## src/rtl/smu_pkg.sv

```systemverilog
/*
  Package of the step-math bit-reversal and CRC unit: opcodes, register map,
  reset values, field positions and the bus and datapath carrier types.
  Assumes a 16-bit stack core datapath and a 32-bit APB register bus.
*/
package smu_pkg;

  localparam int unsigned SMU_DW = 16;

  // Step opcodes.
  localparam logic [15:0] SMU_OP_BITREV   = 16'hA196;
  localparam logic [15:0] SMU_OP_CRC      = 16'hAADE;
  localparam logic [15:0] SMU_OP_BROOT1   = 16'hA512;
  localparam logic [15:0] SMU_OP_BROOTN   = 16'hA552;

  // Opcode field positions.
  localparam int unsigned SMU_ALU_LSB     = 9;
  localparam int unsigned SMU_ALU_W       = 3;
  localparam int unsigned SMU_REGSEL_BIT  = 8;
  localparam int unsigned SMU_COND_LSB    = 6;
  localparam int unsigned SMU_SHIFT_LSB   = 1;

  // Register byte offsets.
  localparam logic [7:0] SMU_REG_TOP     = 8'h00;
  localparam logic [7:0] SMU_REG_NEXT    = 8'h04;
  localparam logic [7:0] SMU_REG_MASK    = 8'h08;
  localparam logic [7:0] SMU_REG_ACC     = 8'h0C;
  localparam logic [7:0] SMU_REG_SIDE    = 8'h10;
  localparam logic [7:0] SMU_REG_CMD     = 8'h14;
  localparam logic [7:0] SMU_REG_STATUS  = 8'h18;

  // Reset values.
  localparam logic [15:0] SMU_RST_WORD   = 16'h0000;
  localparam logic [15:0] SMU_RST_MASK   = 16'h8000;

  // Status field positions.
  localparam int unsigned SMU_ST_FLAG_BIT = 0;
  localparam int unsigned SMU_ST_ILL_BIT  = 1;
  localparam int unsigned SMU_ST_CNT_LSB  = 16;

  // Cycles a step takes from the command write to its result.
  localparam int unsigned SMU_STEP_CYC    = 1;

  typedef enum logic [1:0] {
    SMU_K_NONE   = 2'b00,
    SMU_K_BITREV = 2'b01,
    SMU_K_CRC    = 2'b10,
    SMU_K_BROOT  = 2'b11
  } smu_kind_t;

  typedef struct packed {
    logic [15:0] top;
    logic [15:0] next;
    logic [15:0] mask;
    logic [15:0] acc;
    logic [15:0] side;
  } smu_regs_t;

  typedef struct packed {
    logic        psel;
    logic        penable;
    logic        pwrite;
    logic [7:0]  paddr;
    logic [31:0] pwdata;
  } smu_apb_req_t;

endpackage

```

## src/rtl/smu_decode.sv

```systemverilog
/*
  Opcode decoder for the step unit: classifies an instruction word and
  extracts its condition select and shift select fields.
  Assumes the word is stable for the cycle in which it is decoded.
*/
module smu_decode
(
  input  wire logic [15:0]     opcode,            // Instruction word.
  output smu_pkg::smu_kind_t   kind,              // Step class.
  output logic                 byte_root_first_op, // First byte-root step.
  output logic [1:0]           condition_select_field, // Condition selector.
  output logic [2:0]           shift_select_field  // Shift selector.
);

  import smu_pkg::*;

  always_comb begin
    kind               = SMU_K_NONE;
    byte_root_first_op = 1'b0;
    unique case (opcode)
      SMU_OP_BITREV: kind = SMU_K_BITREV;
      SMU_OP_CRC:    kind = SMU_K_CRC;
      SMU_OP_BROOT1: begin
        kind               = SMU_K_BROOT;
        byte_root_first_op = 1'b1;
      end
      SMU_OP_BROOTN: kind = SMU_K_BROOT;
      default:       kind = SMU_K_NONE;
    endcase
  end

  assign condition_select_field = opcode[SMU_COND_LSB +: 2];
  assign shift_select_field     = opcode[SMU_SHIFT_LSB +: 3];

endmodule

```

## src/rtl/smu_step.sv

```systemverilog
/*
  Combinational step datapath: computes one bit-reversal, CRC or byte
  square-root step from the current register set.
  Assumes the caller registers the result and asserts valid kinds only.
*/
module smu_step
(
  input  smu_pkg::smu_kind_t   kind,     // Step class.
  input  wire logic            first,    // First byte-root step.
  input  wire logic            carry_in, // Held top-bit carry for byte root.
  input  smu_pkg::smu_regs_t   cur,      // Register set before the step.
  output smu_pkg::smu_regs_t   nxt,      // Register set after the step.
  output logic                 flag,     // Step condition flag.
  output logic                 carry_out // Carry held for the next step.
);

  import smu_pkg::*;

  logic        head_lsb;
  logic        second_lsb;
  logic [15:0] crc_top;
  logic [16:0] diff;
  logic [16:0] dbl;

  assign head_lsb   = cur.top[0];
  assign second_lsb = cur.next[0];

  always_comb begin
    nxt       = cur;
    flag      = 1'b0;
    carry_out = carry_in;
    crc_top   = cur.top;
    diff      = {1'b0, cur.top} - {1'b0, cur.side};
    dbl       = 17'h00000;
    unique case (kind)
      SMU_K_BITREV: begin
        flag = head_lsb;
        if (flag) begin
          nxt.acc = cur.acc | cur.mask;
        end
        nxt.mask = cur.mask >> 1;
        nxt.top  = cur.top >> 1;
      end
      SMU_K_CRC: begin
        flag = head_lsb ^ second_lsb;
        if (flag) begin
          crc_top = cur.top ^ cur.acc;
        end
        // Right shift keeps the result bit-reflected; no final reversal.
        {nxt.top, nxt.next} = {crc_top, cur.next} >> 1;
      end
      SMU_K_BROOT: begin
        flag = ~diff[16] | (~first & carry_in);
        dbl  = {(flag ? diff[15:0] : cur.top), 1'b0};
        nxt.top   = {dbl[15:1], flag};
        carry_out = dbl[16];
        nxt.acc   = cur.acc + cur.mask;
        nxt.mask  = cur.mask >> 1;
      end
      default: begin
        nxt = cur;
      end
    endcase
  end

endmodule

```

## src/rtl/smu_unit.sv

```systemverilog
/*
  Step-math unit top: holds the stack head, second entry, shift mask,
  accumulator and side operand; software loads them and issues step
  opcodes over APB, each executing in one clock.
  Assumes an APB master on clk_sys and a synchronous active-high reset.
*/
module smu_unit
(
  input  wire logic            clk_sys,   // 250 MHz core clock.
  input  wire logic            srst,      // Synchronous reset, active high.
  input  wire logic            psel,      // APB select.
  input  wire logic            penable,   // APB enable.
  input  wire logic            pwrite,    // APB write.
  input  wire logic [7:0]      paddr,     // APB byte address.
  input  wire logic [31:0]     pwdata,    // APB write data.
  output logic [31:0]          prdata,    // APB read data.
  output logic                 pready,    // APB ready.
  output logic                 pslverr,   // APB error.
  output logic                 step_condition_flag, // Flag of last step.
  output logic                 step_done  // Pulse after each step.
);

  import smu_pkg::*;

  smu_regs_t   regs_q;
  smu_regs_t   step_nxt;
  smu_kind_t   kind;
  logic        byte_root_first_op;
  logic        byte_root_next_op;
  logic        flag;
  logic        carry_d;
  logic        carry_q;
  logic        ill_q;
  logic [15:0] cnt_q;
  logic        acc_phase;
  logic        wr_en;
  logic        rd_en;
  logic        mapped;
  logic        cmd_wr;
  logic [31:0] rd_d;

  assign acc_phase = psel & penable & ~pready;
  assign wr_en     = acc_phase & pwrite;
  assign rd_en     = acc_phase & ~pwrite;
  assign cmd_wr    = wr_en & (paddr == SMU_REG_CMD);

  smu_decode u_decode (
    .opcode                 (pwdata[15:0]),
    .kind                   (kind),
    .byte_root_first_op     (byte_root_first_op),
    .condition_select_field (),
    .shift_select_field     ()
  );

  assign byte_root_next_op = (kind == SMU_K_BROOT) & ~byte_root_first_op;

  smu_step u_step (
    .kind      (kind),
    .first     (byte_root_first_op),
    .carry_in  (carry_q),
    .cur       (regs_q),
    .nxt       (step_nxt),
    .flag      (flag),
    .carry_out (carry_d)
  );

  always_comb begin
    unique case (paddr)
      SMU_REG_TOP, SMU_REG_NEXT, SMU_REG_MASK, SMU_REG_ACC,
      SMU_REG_SIDE, SMU_REG_CMD, SMU_REG_STATUS: mapped = 1'b1;
      default: mapped = 1'b0;
    endcase
  end

  // APB answers in the access cycle's following edge: one wait state.
  always_ff @(posedge clk_sys) begin
    if (srst) begin
      pready  <= 1'b0;
      pslverr <= 1'b0;
    end else begin
      pready  <= acc_phase;
      pslverr <= acc_phase & ~mapped;
    end
  end

  always_comb begin
    rd_d = 32'h0000_0000;
    unique case (paddr)
      SMU_REG_TOP:    rd_d[15:0] = regs_q.top;
      SMU_REG_NEXT:   rd_d[15:0] = regs_q.next;
      SMU_REG_MASK:   rd_d[15:0] = regs_q.mask;
      SMU_REG_ACC:    rd_d[15:0] = regs_q.acc;
      SMU_REG_SIDE:   rd_d[15:0] = regs_q.side;
      SMU_REG_STATUS: begin
        rd_d[SMU_ST_FLAG_BIT]     = step_condition_flag;
        rd_d[SMU_ST_ILL_BIT]      = ill_q;
        rd_d[SMU_ST_CNT_LSB +: 16] = cnt_q;
      end
      default:        rd_d = 32'h0000_0000;
    endcase
  end

  always_ff @(posedge clk_sys) begin
    if (srst) begin
      prdata <= 32'h0000_0000;
    end else if (rd_en) begin
      prdata <= rd_d;
    end
  end

  // Register writes and single-cycle step execution.
  always_ff @(posedge clk_sys) begin
    if (srst) begin
      regs_q.top  <= SMU_RST_WORD;
      regs_q.next <= SMU_RST_WORD;
      regs_q.mask <= SMU_RST_MASK;
      regs_q.acc  <= SMU_RST_WORD;
      regs_q.side <= SMU_RST_WORD;
    end else if (cmd_wr && kind != SMU_K_NONE) begin
      regs_q <= step_nxt;
    end else if (wr_en) begin
      unique case (paddr)
        SMU_REG_TOP:  regs_q.top  <= pwdata[15:0];
        SMU_REG_NEXT: regs_q.next <= pwdata[15:0];
        SMU_REG_MASK: regs_q.mask <= pwdata[15:0];
        SMU_REG_ACC:  regs_q.acc  <= pwdata[15:0];
        SMU_REG_SIDE: regs_q.side <= pwdata[15:0];
        default:      regs_q      <= regs_q;
      endcase
    end
  end

  // Byte-root carry persists between steps; the first step ignores it and loads a new one.
  always_ff @(posedge clk_sys) begin
    if (srst) begin
      carry_q <= 1'b0;
    end else if (cmd_wr && (byte_root_first_op || byte_root_next_op)) begin
      carry_q <= carry_d;
    end
  end

  always_ff @(posedge clk_sys) begin
    if (srst) begin
      step_condition_flag <= 1'b0;
      step_done           <= 1'b0;
      cnt_q               <= 16'h0000;
      ill_q               <= 1'b0;
    end else begin
      step_done <= cmd_wr && kind != SMU_K_NONE;
      if (cmd_wr && kind != SMU_K_NONE) begin
        step_condition_flag <= flag;
        cnt_q               <= cnt_q + 16'h0001;
      end
      // An unknown opcode sets the sticky error; writing status clears it.
      if (cmd_wr && kind == SMU_K_NONE) begin
        ill_q <= 1'b1;
      end else if (wr_en && paddr == SMU_REG_STATUS) begin
        ill_q <= 1'b0;
        cnt_q <= 16'h0000;
      end
    end
  end

endmodule

```

## config.mk

```make
export PLATFORM = sky130hd
export DESIGN_NAME = smu_unit
export DESIGN_NICKNAME = d
export VERILOG_FILES = /design/src/rtl/smu_pkg.sv /design/src/rtl/smu_decode.sv /design/src/rtl/smu_step.sv /design/src/rtl/smu_unit.sv
export SDC_FILE = /design/constraint.sdc
export NUM_CORES = 1
export LEC_CHECK = 0
export BUFFER_PORTS_ARGS = -buffer_cell sky130_fd_sc_hd__clkbuf_2
export CAP_MARGIN = 20
export CORE_MARGIN = 1
export CORE_UTILIZATION = 50
export CTS_BUF_LIST = sky130_fd_sc_hd__clkbuf_4 sky130_fd_sc_hd__clkbuf_8
export DETAILED_ROUTE_END_ITERATION = 16
export GPL_ROUTABILITY_DRIVEN = 0
export GPL_TIMING_DRIVEN = 0
export PLACE_DENSITY = 0.69
export SYNTH_ARGS = -nofsm -noshare
export SYNTH_HDL_FRONTEND = slang
export SYNTH_SLANG_ARGS = --single-unit
```

## constraint.sdc

```tcl
create_clock -name clk_sys -period 3.85 [get_ports clk_sys]
set_clock_uncertainty 0.1 [all_clocks]
set_input_delay 0.385 -clock clk_sys [delete_from_list [all_inputs] [get_ports clk_sys]]
set_output_delay 0.385 -clock clk_sys [all_outputs]
set_load 0.05 [all_outputs]
```

==> results of run 1 <==
[cells by family after synthesis]
logic type | count (synthesis) | synth area share, %
flops | 134 | 30.6
simple gates | 415 | 21.4
compound gates | 362 | 27.2
xor+xnor | 33 | 3.29
buf+inv | 141 | 6.26
mux | 29 | 3.36
fa+ha+maj | 54 | 7.87
[cell usage in the layout, fill, tap and decap left out, drive strengths merged, types with 19 or more instances in the layout]
master,synthesis,layout
a211oi,68,68
a21oi,127,127
a31oi,20,20
and3,26,26
buf,22,22
clkbuf,55,138
dfxtp,134,134
ha,52,52
inv,64,65
mux2i,25,25
nand2,139,139
nand3,30,30
nor2,149,149
nor3,19,19
o21ai,44,44
[per-layer routing]
metal  up-vias  track usage [%]  share of wire [%]
met5         -                0                  0
met4         0             15.0                4.0
met3        98             5.93                 10
met2       454             51.2                 43
met1      4277             47.2                 43
li1       4365                -                  -
[sequential cells by signal, summed over array words and instances, names as in the netlist]
register and flops:
carry_q 1, prdata 32, pslverr 1, ill_q 1, regs_q 80, cnt_q 16
step_condition_flag 1, step_done 1, pready 1
[power groups by stage]
stage | registers [mW] | logic, mW | clock network [mW]
after floorplan | 1.46 | 0.0775 | 0
after global placement | 1.43 | 0.181 | 0
after detailed placement | 1.43 | 0.181 | 0
after CTS | 1.40 | 0.184 | 1.33
after global routing | 1.40 | 0.200 | 1.38
final | 1.40 | 0.191 | 1.34
[final timing paths]
path / endpoint / startpoint / cells after the start
setup / recovery: regs_q[74] / regs_q[64] / 13
hold / removal: regs_q[4] / pwdata[4] / 3
setup reg to reg: regs_q[74] / regs_q[64] / 13
hold reg to reg: prdata[22] / prdata[22] / 2
[worst min-delay path, stage by stage]
cell and delay [ns]:
clkbuf_2 0.11, nand2_1 0.06, a21oi_1 0.05
[layout make-up]
type	count	area, sq um	share of cell area, %
multi-input cells	893	5580	56.7
flip-flops and latches	134	2680	27.3
repair buffers	64	320	3.25
plain buffers	74	302	3.06
clock buffers	22	297	3.01
well taps	225	282	2.86
inverters	64	240	2.44
clock inverters	10	144	1.46
[stage by stage]
step           setup TNS, ns  cell area (sq um)  utilization (%)  power (mW)  setup WS (ns)
2_1_floorplan              0               8780                -        1.54          0.361
3_3_place_gp          -34.80               9380             54.4        1.61         -0.946
3_5_place_dp          -34.33               9380             54.4        1.61          -1.00
4_1_cts                    0               9830             57.0        2.91         0.0233
5_1_grt                    0               9850             57.1        2.99        0.00153
6_report                   0               9850             57.1        2.93          0.191
[repair_timing]
item	in CTS	in global routing
endpoints found under the setup margin	29	21
resized for setup	4	8
cloned	0	0
==> metrics, run 1 <==
Starting Density 50.9%; RSZ-0062 raised after global routing no; Setup CP Type flip-flop to flip-flop; top post-synthesis cells by area dfxtp_1 (31%), ha_1 (7.4%), a21oi_1 (7.2%), nor2_1 (6.4%), nand2_1 (5.9%); total number of yosys warnings 0; failing checks design-rule violations; first-pass iteration count of the detailed router 13; Placed Cells 1,457; Inserted Diodes 0; vias in the first global route between 8,000 and 9,000; Total GRT Usage around 34%; most common cell in the netlist nor2_1; Skew-Pair Late Insertion Delay 0.47 ns; most frequent cells after synthesis nor2_1 (149), nand2_1 (139), dfxtp_1 (134), a21oi_1 (126), a211oi_1 (68); CP cell instances inv_1 -> ha_1 -> fa_1 -> nor2b_1 -> o2111ai_1 -> nand4_1 -> and3_1 -> buf_2 -> a21o_1 -> buf_2 -> mux2_2 -> a2111oi_0 -> nor2_1; logic gate share of total power about 6.5%; layout cells sized above 1 between 10% and 20%; status finished, violations left; CTS Buffer Depth 2; grt ovf 0; clock share of power between 40% and 50%; Post-Syn Instances roughly 1,200; WL per Instance ~20 um; Top delay family on crit path compound AO/OA/AOI/OAI gates; core area roughly 0.017 sq mm; DIE AREA 0.0181 sq mm; number of flops mapped to enable cells by yosys 0; DRT iter0 DRCs ~990; crit path buf inv count 3; Post-CTS Hold Fix Bufs 0; final hold vios 0; CP endpoint kind flip-flop; Async SR Flop Fraction 0%; Port Buffers 64; Yosys reg bits ~130; Top cell by count, worst path buf_2; setup violators final 0; Filler cells 1,631; boundary pin count 81; area share of the largest cell type after synthesis about 31%; Final Critical Period 3.66 ns; Slew HR roughly 41%; Clock Root Buffer clkbuf_8; Cell Area, Synth just under 0.009 sq mm; antenna violations before repair 0; syn nets roughly 1,300; Power Density 298 mW/mm^2; via count between 9,000 and 10,000; Max IR drop VDD approximately 190 uV; Max Fclk about 270 MHz; post-CTS setup repair buffer count 0; CP Launch Type flip-flop; Hold Path Class primary input to flip-flop; CP arrival a little under 4 ns; sequential group share of total power between 40 and 50%; Netlist cell types just over 70; CP max stage cell a2111oi_0; CP max FO 10; Switching Fraction a little over a quarter; post-DP HPWL 23,100 um; Leak roughly 3.5 nW; Vias/cell 6.19; P_int between 2 and 2.5 mW; H-tree Lvls 4; clock sink count ~130; cell taking the most area after synthesis dfxtp_1; TritonCTS clock tree yes; Final #Nets around 1,300; Die X roughly 130 um; # Max-Cap Violations 0; CP required around 4 ns; Antenna Violating Nets Remaining 0; worst hold slack between 0.06 and 0.07 ns; net load switching power about 770 uW; Synth Flop Type dfxtp_1; Final period util around 95%; Post-route DRC 1; first-pass GRT wire length roughly 47,000 um; syn avg cell area about 7.5 sq um; Finished Layout Cells between 1,000 and 1,500; CP peak stage delay around 0.43 ns; Rows 48; Final Max Slew Viols 0; routed wire length 30,400 um; Worst-Margin Slew between 0.8 and 0.9 ns; Seq/Total Area, Yosys between 30% and 40%; Die Span Y 134 um; CTS buffer count 17; R2R Setup Slk between 0.15 and 0.2 ns; clock slew at reported path FFs roughly 0.09 ns; largest net degree at the start of global routing 17; area grow syn2layout 12.2%
(Power assumes the default switching activity.)
==> inputs of run 2 (changes only) <==
--- a/config.mk
+++ b/config.mk
@@ -13,7 +13,8 @@
 export DETAILED_ROUTE_END_ITERATION = 16
 export GPL_ROUTABILITY_DRIVEN = 0
 export GPL_TIMING_DRIVEN = 0
-export PLACE_DENSITY = 0.69
+export PLACE_DENSITY = 0.75
+export REMOVE_ABC_BUFFERS = 1
 export SYNTH_ARGS = -nofsm -noshare
 export SYNTH_HDL_FRONTEND = slang
 export SYNTH_SLANG_ARGS = --single-unit
==> metrics, run 2 (same netlist as run 1, synthesis figures left out) <==
Die X roughly 130 um; CTS Buffer Depth 2; Starting Density between 50% and 60%; setup TNS 0 ns; Setup CP Type primary input to flip-flop; CP cell instances clkbuf_2 -> nor4bb_2 -> nand2_1 -> a21o_1 -> ha_1 -> nand2b_1 -> nor3_4 -> buf_16 -> a21oi_1 -> nor2_2 -> buf_16 -> nor2_1 -> a211oi_1; vias in the first global route roughly 8,000; final hold vios 0; placed inst area approximately 0.0093 sq mm; Antenna Violating Nets Remaining 0; Worst-Margin Slew between 0.9 and 1 ns; Biggest register regs_q; Final #Nets between 1,000 and 1,500; Post-route DRC 1; last element of the critical path regs_q[49]; most frequent cells in the layout nor2_1 (146), nand2_1 (139), dfxtp_1 (134); clock slew at reported path FFs around 0.08 ns; Final period util between 90% and 100%; commonest non-fill, non-tap cell in the layout nor2_1; core area about 0.017 sq mm; CP max FO 24; Die Span Y 134 um; TritonCTS clock tree yes; routed wire length roughly 26,000 um; H-tree Lvls 4; boundary pin count between 80 and 90; WL per Instance ~19 um; Max Fclk about 270 MHz; FF-to-FF path depth 11; Rows 48; layout cells sized above 1 11.6%; CP max stage cell nor3_4; fin util a little under three fifths; Slew HR 33.6%; DIE AREA between 0.015 and 0.02 sq mm; status finished, violations left; CP required roughly 4 ns; area grow syn2layout 12.5%; CP arrival ~4 ns; Port Buffers 64; # Max-Cap Violations 0; grt ovf 0; Top cell by count, worst path buf_16; Total GRT Usage between 20% and 30%; clock sink count approximately 130; max reg flops 80; Vias/cell ~6.3; Power Density 303 mW/mm^2; Skew-Pair Late Insertion Delay around 0.47 ns; Final Critical Period approximately 3.7 ns; CP Launch Type primary input; CP endpoint kind flip-flop; R2R Setup Slk 0.29 ns; post-DP HPWL ~19,000 um; Placed Cells ~1,400; Max IR drop VDD 220 uV; design area about 0.0099 sq mm; largest net degree at the start of global routing 65; crit path from pwdata[4]; via count about 9,000; antenna violations before repair 0; Hold Path Class primary input to flip-flop; Largest regs regs_q (80), prdata (32), cnt_q (16); CP peak stage delay ~0.6 ns; Post-CTS Hold Fix Bufs 0; Clock Root Buffer clkbuf_8; DRT iter0 DRCs between 900 and 1,000; Final Max Slew Viols 0; setup violators final 0; first-pass iteration count of the detailed router 11; first-pass GRT wire length 41,500 um; Inserted Diodes 0; Finished Layout Cells about 1,400; Leak about 3.5 nW; failing checks design-rule violations; reg2reg end regs_q[70]; FF-to-FF Start regs_q[64]; CTS buffer count 17
run 2: cell count changes in the layout (fill, tap and decap cells not counted), moves of 3 or more:
cell      change
nor2_1        -3
buf_4         +5
clkbuf_1     -49
clkbuf_8      -4
buf_16        +8
clkbuf_2      -4
buf_1         -6
nor2_2        +3
buf_2        -16
run 2: metal layers:
metal	GRT usage, %	share of wire [%]
met5	0	0
met4	13.3	3.7
met2	46.5	45
met1	38.4	42
met3	6.08	9.6
run 2: critical path, delay by kind of cell:
kind / cells / cell delay, ns
and+or+nand+nor: 6 / 2.01
AOI/OAI and AO/OA: 3 / 0.66
buffers and inverters: 3 / 0.59
adders and majority gates: 1 / 0.33
run 2: stage by stage:
step           power, mW  setup slack [ns]  hold slack, ns
4_1_cts             2.99            0.0298          0.0530
2_1_floorplan       1.52            -0.933           0.341
3_5_place_dp        1.61            -0.604           0.343
6_report            2.99             0.135          0.0815
3_3_place_gp        1.60             -2.99           0.338
5_1_grt             3.06          -0.00735          0.0725
run 2: timing repair:
item	4_1_cts	5_1_grt
resized for setup	2	7
pin swaps	1	1
setup buffers	2	1
endpoints found under the setup margin	10	57
run 2: cell type report:
type / instances / area [sq um]
Clock buffer: 18 / 241
Sequential cell: 134 / 2680
Multi-Input combinational cell: 893 / 5610
Inverter: 64 / 240
Timing Repair Buffer: 78 / 596
Fill cell: 1527 / 7360
Clock inverter: 14 / 223
Tap cell: 225 / 282
run 2: how the worst min path moves through the flow:
stage	start	end	depth (start not counted)
2_1_floorplan	ill_q	ill_q	2
3_3_place_gp	prdata[24]	prdata[24]	2
3_5_place_dp	prdata[27]	prdata[27]	2
4_1_cts	pwdata[0]	regs_q[0]	3
5_1_grt	pwdata[14]	regs_q[14]	3
6_report	pwdata[0]	regs_q[0]	3
run 2: power breakdown:
| group | internal, mW | leakage [nW] | switching, mW |
|---|---|---|---|
| Combinational | 0.0514 | 2.21 | 0.128 |
| Sequential | 1.39 | 1.08 | 0.00675 |
| Clock | 0.786 | 0.233 | 0.624 |
| Total | 2.23 | 3.52 | 0.759 |
